### config.mk
export PLATFORM = sky130hd
export DESIGN_NAME = sar_adc_parallel_host_port
export DESIGN_NICKNAME = d
export VERILOG_FILES = /design/src/adc_port_pkg.sv /design/src/sar_engine.sv /design/src/sar_adc_parallel_host_port.sv
export SDC_FILE = /design/constraint.sdc
export NUM_CORES = 1
export LEC_CHECK = 0
export BUFFER_PORTS_ARGS = -buffer_cell sky130_fd_sc_hd__buf_4
export CAP_MARGIN = 20
export CELL_PAD_IN_SITES_DETAIL_PLACEMENT = 1
export CELL_PAD_IN_SITES_GLOBAL_PLACEMENT = 1
export CORE_MARGIN = 5
export CORE_UTILIZATION = 49
export DETAILED_ROUTE_END_ITERATION = 16
export PLACE_DENSITY_LB_ADDON = 0.1
export SLEW_MARGIN = 10
export SYNTH_ARGS = -nofsm -noshare
export SYNTH_HDL_FRONTEND = slang
export SYNTH_HIERARCHICAL = 1
export SYNTH_SLANG_ARGS = --single-unit
### constraint.sdc
create_clock -name ref_clk -period 59.2 [get_ports ref_clk]
set_input_delay 0 -clock ref_clk [delete_from_list [all_inputs] [get_ports ref_clk]]
set_output_delay 0 -clock ref_clk [all_outputs]
set_load 0.03 [all_outputs]
### src/adc_port_pkg.sv
// Shared constants and types for the converter host port
package adc_port_pkg;
  localparam int unsigned RES_W          = 10;
  localparam logic [9:0]  CODE_FULL      = 10'h3FF;
  localparam logic [9:0]  CODE_ZERO      = 10'h000;
  localparam int unsigned CLK_PERIOD_NS  = 25;
  localparam int unsigned CONV_TIME_NS   = 6000;
  localparam int unsigned CONV_CYCLES    = CONV_TIME_NS / CLK_PERIOD_NS;
  localparam int unsigned CONV_CNT_W     = 8;
  localparam int unsigned SAR_STEPS      = RES_W;
  localparam int unsigned STEP_CYCLES    = CONV_CYCLES / SAR_STEPS;
  localparam int unsigned EXT_SW_NS      = 2000;
  localparam int unsigned EXT_SW_CYCLES  = EXT_SW_NS / CLK_PERIOD_NS;
  localparam int unsigned EXT_CNT_W      = 7;
  localparam int unsigned INT_DIV        = 5;
  localparam int unsigned DIV_W          = 3;

  typedef struct packed {
    logic cs_n;
    logic rd_n;
    logic wr_n;
  } host_strobe_t;

  typedef struct packed {
    logic [9:0] vin;
    logic [9:0] ref_hi;
    logic [9:0] ref_lo;
  } analog_t;
endpackage : adc_port_pkg

### src/sar_engine.sv
// Successive approximation engine with reference clamping
`timescale 1ns/1ps
`default_nettype none
module sar_engine
  import adc_port_pkg::*;
(
  // Clock and reset
  input  wire logic             ref_clk,
  input  wire logic             srst,
  // Control
  input  wire logic             start,
  input  wire logic             step_en,
  input  wire logic [RES_W-1:0] held_in,
  input  wire logic [RES_W-1:0] ref_hi,
  input  wire logic [RES_W-1:0] ref_lo,
  // Result
  output logic                  done,
  output logic      [RES_W-1:0] code
);
  logic [RES_W-1:0] trial_q, mask_q;
  logic             busy_q;
  logic [RES_W-1:0] span;
  logic [RES_W-1:0] rel;
  logic [2*RES_W-1:0] scaled;
  logic [RES_W-1:0] target;

  assign span   = ref_hi - ref_lo;
  assign rel    = held_in - ref_lo;
  assign scaled = (span == CODE_ZERO) ? '0 : (rel * CODE_FULL) / span;
  assign target = (held_in >= ref_hi) ? CODE_FULL :
                  (held_in <= ref_lo) ? CODE_ZERO : scaled[RES_W-1:0];

  always_ff @(posedge ref_clk) begin
    done <= 1'b0;
    if (srst) begin
      busy_q  <= 1'b0;
      trial_q <= '0;
      mask_q  <= '0;
      code    <= '0;
    end else if (start) begin
      busy_q  <= 1'b1;
      trial_q <= 10'h200;
      mask_q  <= 10'h200;
    end else if (busy_q && step_en) begin
      if ((trial_q > target) && mask_q != '0) trial_q <= (trial_q & ~mask_q) | (mask_q >> 1);
      else trial_q <= trial_q | (mask_q >> 1);
      mask_q <= mask_q >> 1;
      if (mask_q == 10'h001) begin
        busy_q <= 1'b0;
        done   <= 1'b1;
        code   <= (trial_q > target) ? (trial_q & ~mask_q) : trial_q;
      end
    end
  end
endmodule : sar_engine
`default_nettype wire

### src/sar_adc_parallel_host_port.sv
// Host port of a 10-bit converter: start, hold, latch, done flag, 3-state read
`timescale 1ns/1ps
`default_nettype none
module sar_adc_parallel_host_port
  import adc_port_pkg::*;
(
  // Clock and reset
  input  wire logic             ref_clk,
  input  wire logic             srst,
  // Host strobes
  input  wire host_strobe_t     strobe,
  // Analog side
  input  wire analog_t          analog_input,
  input  wire logic             external_clock_in,
  // Result bus
  output logic      [RES_W-1:0] result_bus_o,
  output logic      [RES_W-1:0] result_bus_oe_n,
  output logic                  done_n,
  output logic                  sampling
);
  logic             wr_q, rd_q, ext_q;
  logic             conv_q;
  logic [RES_W-1:0] hold_q;
  logic [RES_W-1:0] latch_q;
  logic             done_n_q;
  logic             use_ext_q;
  logic [EXT_CNT_W-1:0] idle_cnt_q;
  logic [DIV_W-1:0] div_q;
  logic             eng_done;
  logic [RES_W-1:0] eng_code;

  wire start_edge = ~strobe.cs_n & strobe.wr_n & ~wr_q;
  wire read_fall  = ~strobe.cs_n & ~strobe.rd_n & rd_q;
  wire read_on    = ~strobe.cs_n & ~strobe.rd_n;
  wire ext_rise   = external_clock_in & ~ext_q;
  wire int_tick   = (div_q == DIV_W'(INT_DIV - 1));
  wire step_en    = use_ext_q ? ext_rise : int_tick;
  wire start      = start_edge & ~conv_q;

  always_ff @(posedge ref_clk) begin
    if (srst) begin
      wr_q <= 1'b1;
      rd_q <= 1'b1;
      ext_q <= 1'b1;
    end else begin
      wr_q <= strobe.wr_n;
      rd_q <= strobe.rd_n;
      ext_q <= external_clock_in;
    end
  end

  always_ff @(posedge ref_clk) begin
    if (srst) begin
      div_q      <= '0;
      use_ext_q  <= 1'b0;
      idle_cnt_q <= '0;
    end else begin
      div_q <= int_tick ? '0 : div_q + 1'b1;
      if (external_clock_in) begin
        if (idle_cnt_q == EXT_CNT_W'(EXT_SW_CYCLES)) use_ext_q <= 1'b0;
        else idle_cnt_q <= idle_cnt_q + 1'b1;
      end else begin
        idle_cnt_q <= '0;
        if (ext_rise | ~ext_q) use_ext_q <= 1'b1;
      end
    end
  end

  always_ff @(posedge ref_clk) begin
    if (srst) begin
      conv_q <= 1'b0;
      hold_q <= '0;
    end else begin
      if (start) conv_q <= 1'b1;
      else if (eng_done) conv_q <= 1'b0;
      if (!conv_q && !start) hold_q <= analog_input.vin;
    end
  end

  sar_engine u_sar (
    .ref_clk (ref_clk),
    .srst    (srst),
    .start   (start),
    .step_en (step_en),
    .held_in (hold_q),
    .ref_hi  (analog_input.ref_hi),
    .ref_lo  (analog_input.ref_lo),
    .done    (eng_done),
    .code    (eng_code)
  );

  always_ff @(posedge ref_clk) begin
    if (srst) begin
      latch_q  <= '0;
      done_n_q <= 1'b1;
    end else begin
      if (eng_done) latch_q <= eng_code;
      // Flag high on start, or on read unless eng_done lands in the same cycle
      if (start) done_n_q <= 1'b1;
      else if (eng_done) done_n_q <= 1'b0;
      else if (read_fall) done_n_q <= 1'b1;
    end
  end

  always_ff @(posedge ref_clk) begin
    if (srst) result_bus_o <= '0;
    else result_bus_o <= latch_q;
  end
  assign result_bus_oe_n = read_on ? '0 : '1;
  assign done_n   = done_n_q;
  assign sampling = ~conv_q;

  a_flag_during_conv: assert property (@(posedge ref_clk) disable iff (srst)
    conv_q |-> done_n) else $error("flag low in conversion");
  a_start_sets_conv: assert property (@(posedge ref_clk) disable iff (srst)
    start |=> conv_q && !sampling) else $error("no hold after start");
  a_cs_gates_start: assert property (@(posedge ref_clk) disable iff (srst)
    (strobe.cs_n && !conv_q) |=> !conv_q) else $error("start without select");
  a_latch_then_flag: assert property (@(posedge ref_clk) disable iff (srst)
    $fell(done_n) |-> latch_q == $past(eng_code)) else $error("flag before latch");
  a_latch_stable: assert property (@(posedge ref_clk) disable iff (srst)
    !$past(eng_done) |-> $stable(latch_q)) else $error("latch changed");
  a_bus_float: assert property (@(posedge ref_clk) disable iff (srst)
    (strobe.cs_n || strobe.rd_n) |-> result_bus_oe_n == '1) else $error("bus driven");
  a_bus_drive: assert property (@(posedge ref_clk) disable iff (srst)
    read_on |=> result_bus_o == $past(latch_q) || !read_on) else $error("bus data wrong");
  a_read_clears: assert property (@(posedge ref_clk) disable iff (srst)
    (read_fall && !eng_done && !start) |=> done_n) else $error("flag not cleared");
  a_conv_bounded: assert property (@(posedge ref_clk) disable iff (srst)
    (start && !use_ext_q) |-> ##[1:60] !conv_q) else $error("conversion too long");
  c_conversion: cover property (@(posedge ref_clk) disable iff (srst) $fell(done_n));
  c_read: cover property (@(posedge ref_clk) disable iff (srst) !done_n ##1 read_fall);
  c_ext_clk: cover property (@(posedge ref_clk) disable iff (srst) use_ext_q && eng_done);
endmodule : sar_adc_parallel_host_port
`default_nettype wire

==> results of run 1 <==
==> layout by cell type, fill, tap and decap left out, types with 16 or more instances in the layout <==
cell / netlist / routed
xnor2_1: 56 / 54
nand3_1: 38 / 38
o31ai_1: 45 / 44
a211oi_1: 22 / 22
nand2_1: 182 / 180
a21o_1: 48 / 47
nand4_1: 22 / 22
and2_1: 22 / 21
a21oi_1: 152 / 149
nor2b_1: 27 / 26
or2_2: 18 / 18
mux2i_1: 39 / 38
buf_4: 12 / 80
a31oi_1: 18 / 16
o21ai_0: 104 / 102
nor3_1: 95 / 92
nand2b_1: 43 / 43
fa_1: 38 / 38
ha_1: 257 / 257
o21a_1: 85 / 85
o211ai_1: 18 / 18
nor2_1: 158 / 153
dfxtp_1: 78 / 78
xor2_1: 49 / 45
inv_1: 162 / 162
mux2_2: 26 / 26
==> worst max-delay path, delay by kind of cell (launching register included) <==
family | cells | cell delay [ns]
AO/OA/AOI/OAI | 133 | 28.16
AND/OR/NAND/NOR | 63 | 11.74
adder cells (fa/ha/maj) | 28 | 9.34
multiplexers | 8 | 2.97
buffers and inverters | 12 | 1.64
XOR/XNOR | 3 | 0.78
flip-flops | 1 | 0.32
==> cell families (layout without fill, tap and decap cells) <==
family | Yosys count | in the layout | synth area share [%]
and+or+nand+nor | 681 | 681 | 21.0
buffers and inverters | 214 | 272 | 5.48
AOI/OAI and AO/OA | 648 | 648 | 27.9
muxes | 77 | 77 | 5.44
xor gates and xnor gates | 105 | 105 | 5.70
adders and majority gates | 297 | 297 | 24.8
DFF | 78 | 78 | 9.68
==> state kept, by name, indices dropped and copies added, names as in the netlist <==
signal,flops
u_sar/busy_q,1
u_sar/done,1
u_sar/code,10
div_q,3
rd_q,1
ext_q,1
latch_q,10
hold_q,10
u_sar/trial_q,10
u_sar/mask_q,10
idle_cnt_q,7
conv_q,1
done_n,1
wr_q,1
result_bus_o,10
use_ext_q,1
==> through the flow <==
step	instances	instance area, µm²	setup slack (ns)	util [%]
after detailed placement	2572	17000	0.244	52.3
after global placement	2572	17000	2.79	52.3
after floorplan	2100	16100	8.42	-
final	2600	17700	4.02	54.3
after CTS	2598	17400	0.0294	53.5
after global routing	2600	17700	-0.0760	54.3
==> metal layers <==
metal / GRT usage (%) / up-vias
li1: - / 7799
met1: 37.5 / 7893
met2: 50.8 / 292
met3: 1.63 / 89
met4: 8.56 / 0
met5: 0 / -
==> final cells by class <==
class                   count  area, µm²  area share [%]
repair buffers             92        721            4.08
inverters                 166        623            3.52
well taps                 442        553            3.13
multi-input cells        1808      13900            78.9
clock inverters             1       5.00          0.0283
flip-flops and latches     78       1560            8.83
clock buffers              13        270            1.53
==> how the worst min path moves through the flow <==
stage                            endpoint  slack (ns)  cells after the start
3_3_place_gp              rd_q$_SDFF_PP1_        0.20                      2
5_1_grt            hold_q[4]$_SDFFE_PP0P_        0.03                      3
2_1_floorplan  u_sar/code[2]$_SDFFE_PP0P_        0.07                      1
4_1_cts            hold_q[4]$_SDFFE_PP0P_        0.01                      3
3_5_place_dp              rd_q$_SDFF_PP1_        0.20                      2
6_report           hold_q[4]$_SDFFE_PP0P_        0.02                      3
==> timing repair <==
action                                 4_1_cts  5_1_grt
hold buffers                                12        0
endpoints found under the hold margin       13        0
gates resized for setup                      0       51
setup buffers                                0        2
setup endpoints to repair                    0       11
==> flow_summary_export.csv, run 1 <==
group,metric,value,unit
setup_path,critPathKind,"flip-flop to flip-flop",
logic_synthesis,synthTopCellsByArea,"ha_1, dfxtp_1, a21oi_1",
setup_path,rr_worst_depth,247,
logic_synthesis,avgSynthCellArea,7.68,µm²
clock_network,cts-root-buf,"clkbuf_16",
logic_synthesis,yosysUniqueCellTypes,117,
grt,antenna_found_initial,0,
clock_network,cts_inserted_buffers,9,
grt,grt_usage,28.7,%
die,die_y,191,µm
logic_synthesis,synth.yosys.seq_area_share,9.68,%
route,ant_nets,0,
die,fp-row-count,66,
logic_synthesis,synth_ff_type,"dfxtp_1",
setup_path,required,59.39,ns
sta,hold_viol_final,0,
grt,grt_pass1_wl,86100,µm
sta,tightestPinTransition,0.932,ns
route,drc_errors,0,
place,io_buffers,57,
logic_synthesis,synth_common_cells,"ha_1, nand2_1, inv_1, nor2_1, a21oi_1",
clock_network,cts_tree,"yes",
logic_synthesis,netlist.area_leader.share,19.9,%
clock_network,clockBufferDepth,2,
place,gp_congestion,0.926,
final_layout,drive_gt1_share,11.4,%
sta,final-setup-viol-count,0,
final_layout,fill_cells,4145,
logic_synthesis,syn-num-nets,2431,
final_layout,syn2layout_area_growth,9.60,%
route,firstDrtPassIters,5,
grt,grt_max_degree,65,
route,wl_met2,25900,µm
sta,worst_hold_slack,0.0193,ns
outcome,outcome,"finished clean",
setup_path,rr_endpoint,"u_sar/trial_q[2]$_SDFFE_PP0P_",
sta,fmax,18.1,MHz
setup_path,crit_arrival,55.37,ns
sta,period_needed,55.18,ns
flow_run,drv_cap,0,
grt,grt_pass1_vias,16700,
logic_synthesis,synth_edf_count,0,
route,detail_route.wl_per_cell,20.4,µm
route,wl,53100,µm
logic_synthesis,synthesis.area,0.0161,mm²
final_layout,n_antenna_cell,0,
logic_synthesis,ys_warn_count,6,
setup_path,r2r_slack,4.02,ns
die,initial_core_util,49.6,%
setup_path,cp-end-kind,"flip-flop",
logic_synthesis,synth.most_common_cell,"ha_1",
clock_network,clock-sinks,78,
clock_network,clk_latency,0.32,ns
clock_network,clk_pin_slew,0.06,ns
grt,grt.overflow.total,0,
route,wl_met3,1420,µm
route,top_layer_used,"met4",
setup_path,crit_slowest_cell,"or4b_1",
setup_path,r2r_start,"hold_q[0]$_SDFFE_PP0P_",
sta,setup_tns,0,ns
logic_synthesis,async_flop_share,0,%
setup_path,path_max_fanout,19,
die,die_w,191,µm
setup_path,crit_path_frequent_cell,"o21a_1",
route,drt_iter0_drc,886,
place,dp_hpwl,43300,µm
setup_path,cp-startpoint,"hold_q[0]$_SDFFE_PP0P_",
sta,drv_slew,0,
setup_path,critPathLaunchType,"flip-flop",
die,num_io_pins,58,
final_layout,finalNetCount,2486,
route,dr_total_vias,16100,
logic_synthesis,synth_largest_area_cell,"ha_1",
clock_network,htreeDepth,3,
sta,fin_worst_skew,0.00797,ns
die,coreArea,0.0325,mm²
route,via_per_inst,6.18,
min_path,worst_hold_path_type,"input pin to flip-flop",
setup_path,crit_end,"u_sar/trial_q[2]$_SDFFE_PP0P_",
route,wl_met1,24300,µm
die,die_area,0.0366,mm²
logic_synthesis,synth-seq-cells,78,
min_path,min_from,"analog_input[24]",
setup_path,cp_slowest_stage_delay,0.66,ns
sta,fin_crit_sh,93.2,%
logic_synthesis,syn_inst,2100,
sta,relSlewSlack,37.5,%
Power of run 1 is left out: the tool's default activity adds up to more than one toggle a clock period on the data nets, which glitch-free logic cannot reach.
==> run 2: changes to the inputs <==
--- a/config.mk
+++ b/config.mk
@@ -5,13 +5,13 @@
 export SDC_FILE = /design/constraint.sdc
 export NUM_CORES = 1
 export LEC_CHECK = 0
-export BUFFER_PORTS_ARGS = -buffer_cell sky130_fd_sc_hd__buf_4
 export CAP_MARGIN = 20
 export CELL_PAD_IN_SITES_DETAIL_PLACEMENT = 1
 export CELL_PAD_IN_SITES_GLOBAL_PLACEMENT = 1
 export CORE_MARGIN = 5
-export CORE_UTILIZATION = 49
+export CORE_UTILIZATION = 50
 export DETAILED_ROUTE_END_ITERATION = 16
+export DONT_BUFFER_PORTS = 1
 export PLACE_DENSITY_LB_ADDON = 0.1
 export SLEW_MARGIN = 10
 export SYNTH_ARGS = -nofsm -noshare
==> flow_summary_export.csv, run 2 (synthesis results as in run 1) <==
group,metric,value,unit
die,fp-row-count,65,
sta,relSlewSlack,24.8,%
place,placed_cells,2469,
clock_network,cts_tree,"yes",
grt,antenna_found_initial,0,
route,wl,52600,µm
final_layout,final_cell_mix,"ha_1, nand2_1, inv_1",
route,firstDrtPassIters,5,
clock_network,clockBufferDepth,2,
sta,fin_ws,3.72,ns
sta,fin_crit_sh,93.7,%
clock_network,clk_pin_slew,0.07,ns
route,via_per_inst,6.32,
setup_path,crit_cells,248,
sta,hold_viol_final,0,
setup_path,rr_worst_depth,248,
setup_path,crit_arrival,55.67,ns
setup_path,rr_endpoint,"u_sar/trial_q[7]$_SDFFE_PP0P_",
setup_path,r2r_slack,3.72,ns
die,die_area,0.0360,mm²
clock_network,clock-sinks,78,
place,dp_hpwl,41900,µm
sta,fmax,18.0,MHz
place,gp_congestion,0.893,
flow_run,drv_cap,0,
route,drc_errors,0,
min_path,worst_hold_path_type,"input pin to flip-flop",
final_layout,drive_gt1_share,9.17,%
clock_network,cts-root-buf,"clkbuf_16",
place,io_buffers,0,
route,detail_route.wl_per_cell,21.0,µm
die,coreArea,0.0317,mm²
setup_path,required,59.39,ns
clock_network,htreeDepth,3,
setup_path,cp-end-kind,"flip-flop",
setup_path,path_max_fanout,13,
grt,grt_pass1_wl,85700,µm
outcome,outcome,"finished clean",
place,pre_cts_ws,-0.153,ns
die,die_y,190,µm
setup_path,critPathLaunchType,"flip-flop",
sta,drv_slew,0,
setup_path,cp_slowest_stage_delay,0.68,ns
setup_path,crit_family,"compound AO/OA/AOI/OAI gates",
die,die_w,190,µm
final_layout,finalNetCount,2430,
final_layout,syn2layout_area_growth,7.05,%
final_layout,final_common_cell,"ha_1",
sta,period_needed,55.48,ns
die,num_io_pins,58,
setup_path,critPathKind,"flip-flop to flip-flop",
clock_network,clk_latency,0.33,ns
setup_path,cp-startpoint,"hold_q[1]$_SDFFE_PP0P_",
die,initial_core_util,50.9,%
final_layout,fin_util,54.4,%
setup_path,crit_end,"u_sar/trial_q[7]$_SDFFE_PP0P_",
sta,final-setup-viol-count,0,
sta,fin_worst_skew,0.0119,ns
grt,grt_pass1_vias,16600,
setup_path,crit_buf_inv,8,
grt,grt_max_degree,60,
final_layout,instances_no_fill,2506,
final_layout,fill_cells,4002,
route,drt_iter0_drc,769,
grt,grt_usage,28.5,%
final_layout,n_antenna_cell,0,
setup_path,r2r_start,"hold_q[1]$_SDFFE_PP0P_",
grt,grt.overflow.total,0,
sta,tightestPinTransition,1.13,ns
setup_path,crit_slowest_cell,"or4b_1",
route,dr_total_vias,15800,
setup_path,crit_path_frequent_cell,"o21a_1",
route,ant_nets,0,
clock_network,cts_inserted_buffers,9,
run 2: final cells by class:
class                      instances  area (µm²)  area share [%]
clock buffer                      10         239            1.38
clock inverter                     6        61.3           0.355
inverter                         166         623            3.61
multi-input combinational       1808       14000            80.8
sequential                        78        1560            9.04
tap                              402         503            2.91
timing repair buffer              36         320            1.86
run 2: stage by stage:
step / TNS [ns] / area (µm²) / hold slack, ns
floorplan: 0 / 16100 / 0.0691
global placement: 0 / 16500 / 0.0751
detailed placement: -0.859 / 16500 / 0.0762
CTS: 0 / 17000 / 0.0142
global route: -0.829 / 17300 / 0.0193
finish: 0 / 17300 / 0.0312
run 2: worst min-delay path by stage:
stage,slack (ns),depth (start not counted),end,start
after floorplan,0.07,1,u_sar/code[2]$_SDFFE_PP0P_,srst
after global routing,0.02,2,hold_q[2]$_SDFFE_PP0P_,srst
final,0.03,3,done_n$_SDFFE_PP1P_,strobe[1]
after global placement,0.08,1,u_sar/code[0]$_SDFFE_PP0P_,srst
after CTS,0.01,3,done_n$_SDFFE_PP1P_,strobe[1]
after detailed placement,0.08,1,u_sar/code[0]$_SDFFE_PP0P_,srst
run 2: routing by layer:
layer,track usage [%],routed length [µm],up-vias,share of wire [%]
met5,0,0,-,0
met4,7.65,1450,0,2.8
met3,2.15,1450,85,2.8
met2,51.9,26200,263,50
met1,36.3,23500,7777,45
li1,-,-,7703,-
run 2: timing repair:
| item | in CTS | in global routing |
|---|---|---|
| setup endpoints to repair | 10 | 11 |
| cloned | 0 | 0 |
| pin swaps | 0 | 4 |
| endpoints found under the hold margin | 54 | 0 |
| hold buffers | 16 | 0 |
| setup buffers | 0 | 5 |
| gates resized for setup | 4 | 52 |
run 2: worst register-to-register path, delay by kind of cell (launching register included):
family / cells / cell delay (ns)
multiplexers: 8 / 2.80
AO/OA/AOI/OAI: 138 / 28.43
AND/OR/NAND/NOR: 65 / 12.64
adder cells (fa/ha/maj): 28 / 9.61
flip-flops: 1 / 0.45
buffers and inverters: 8 / 1.20
XOR/XNOR: 1 / 0.26
Power of run 2 is left out for the same reason.
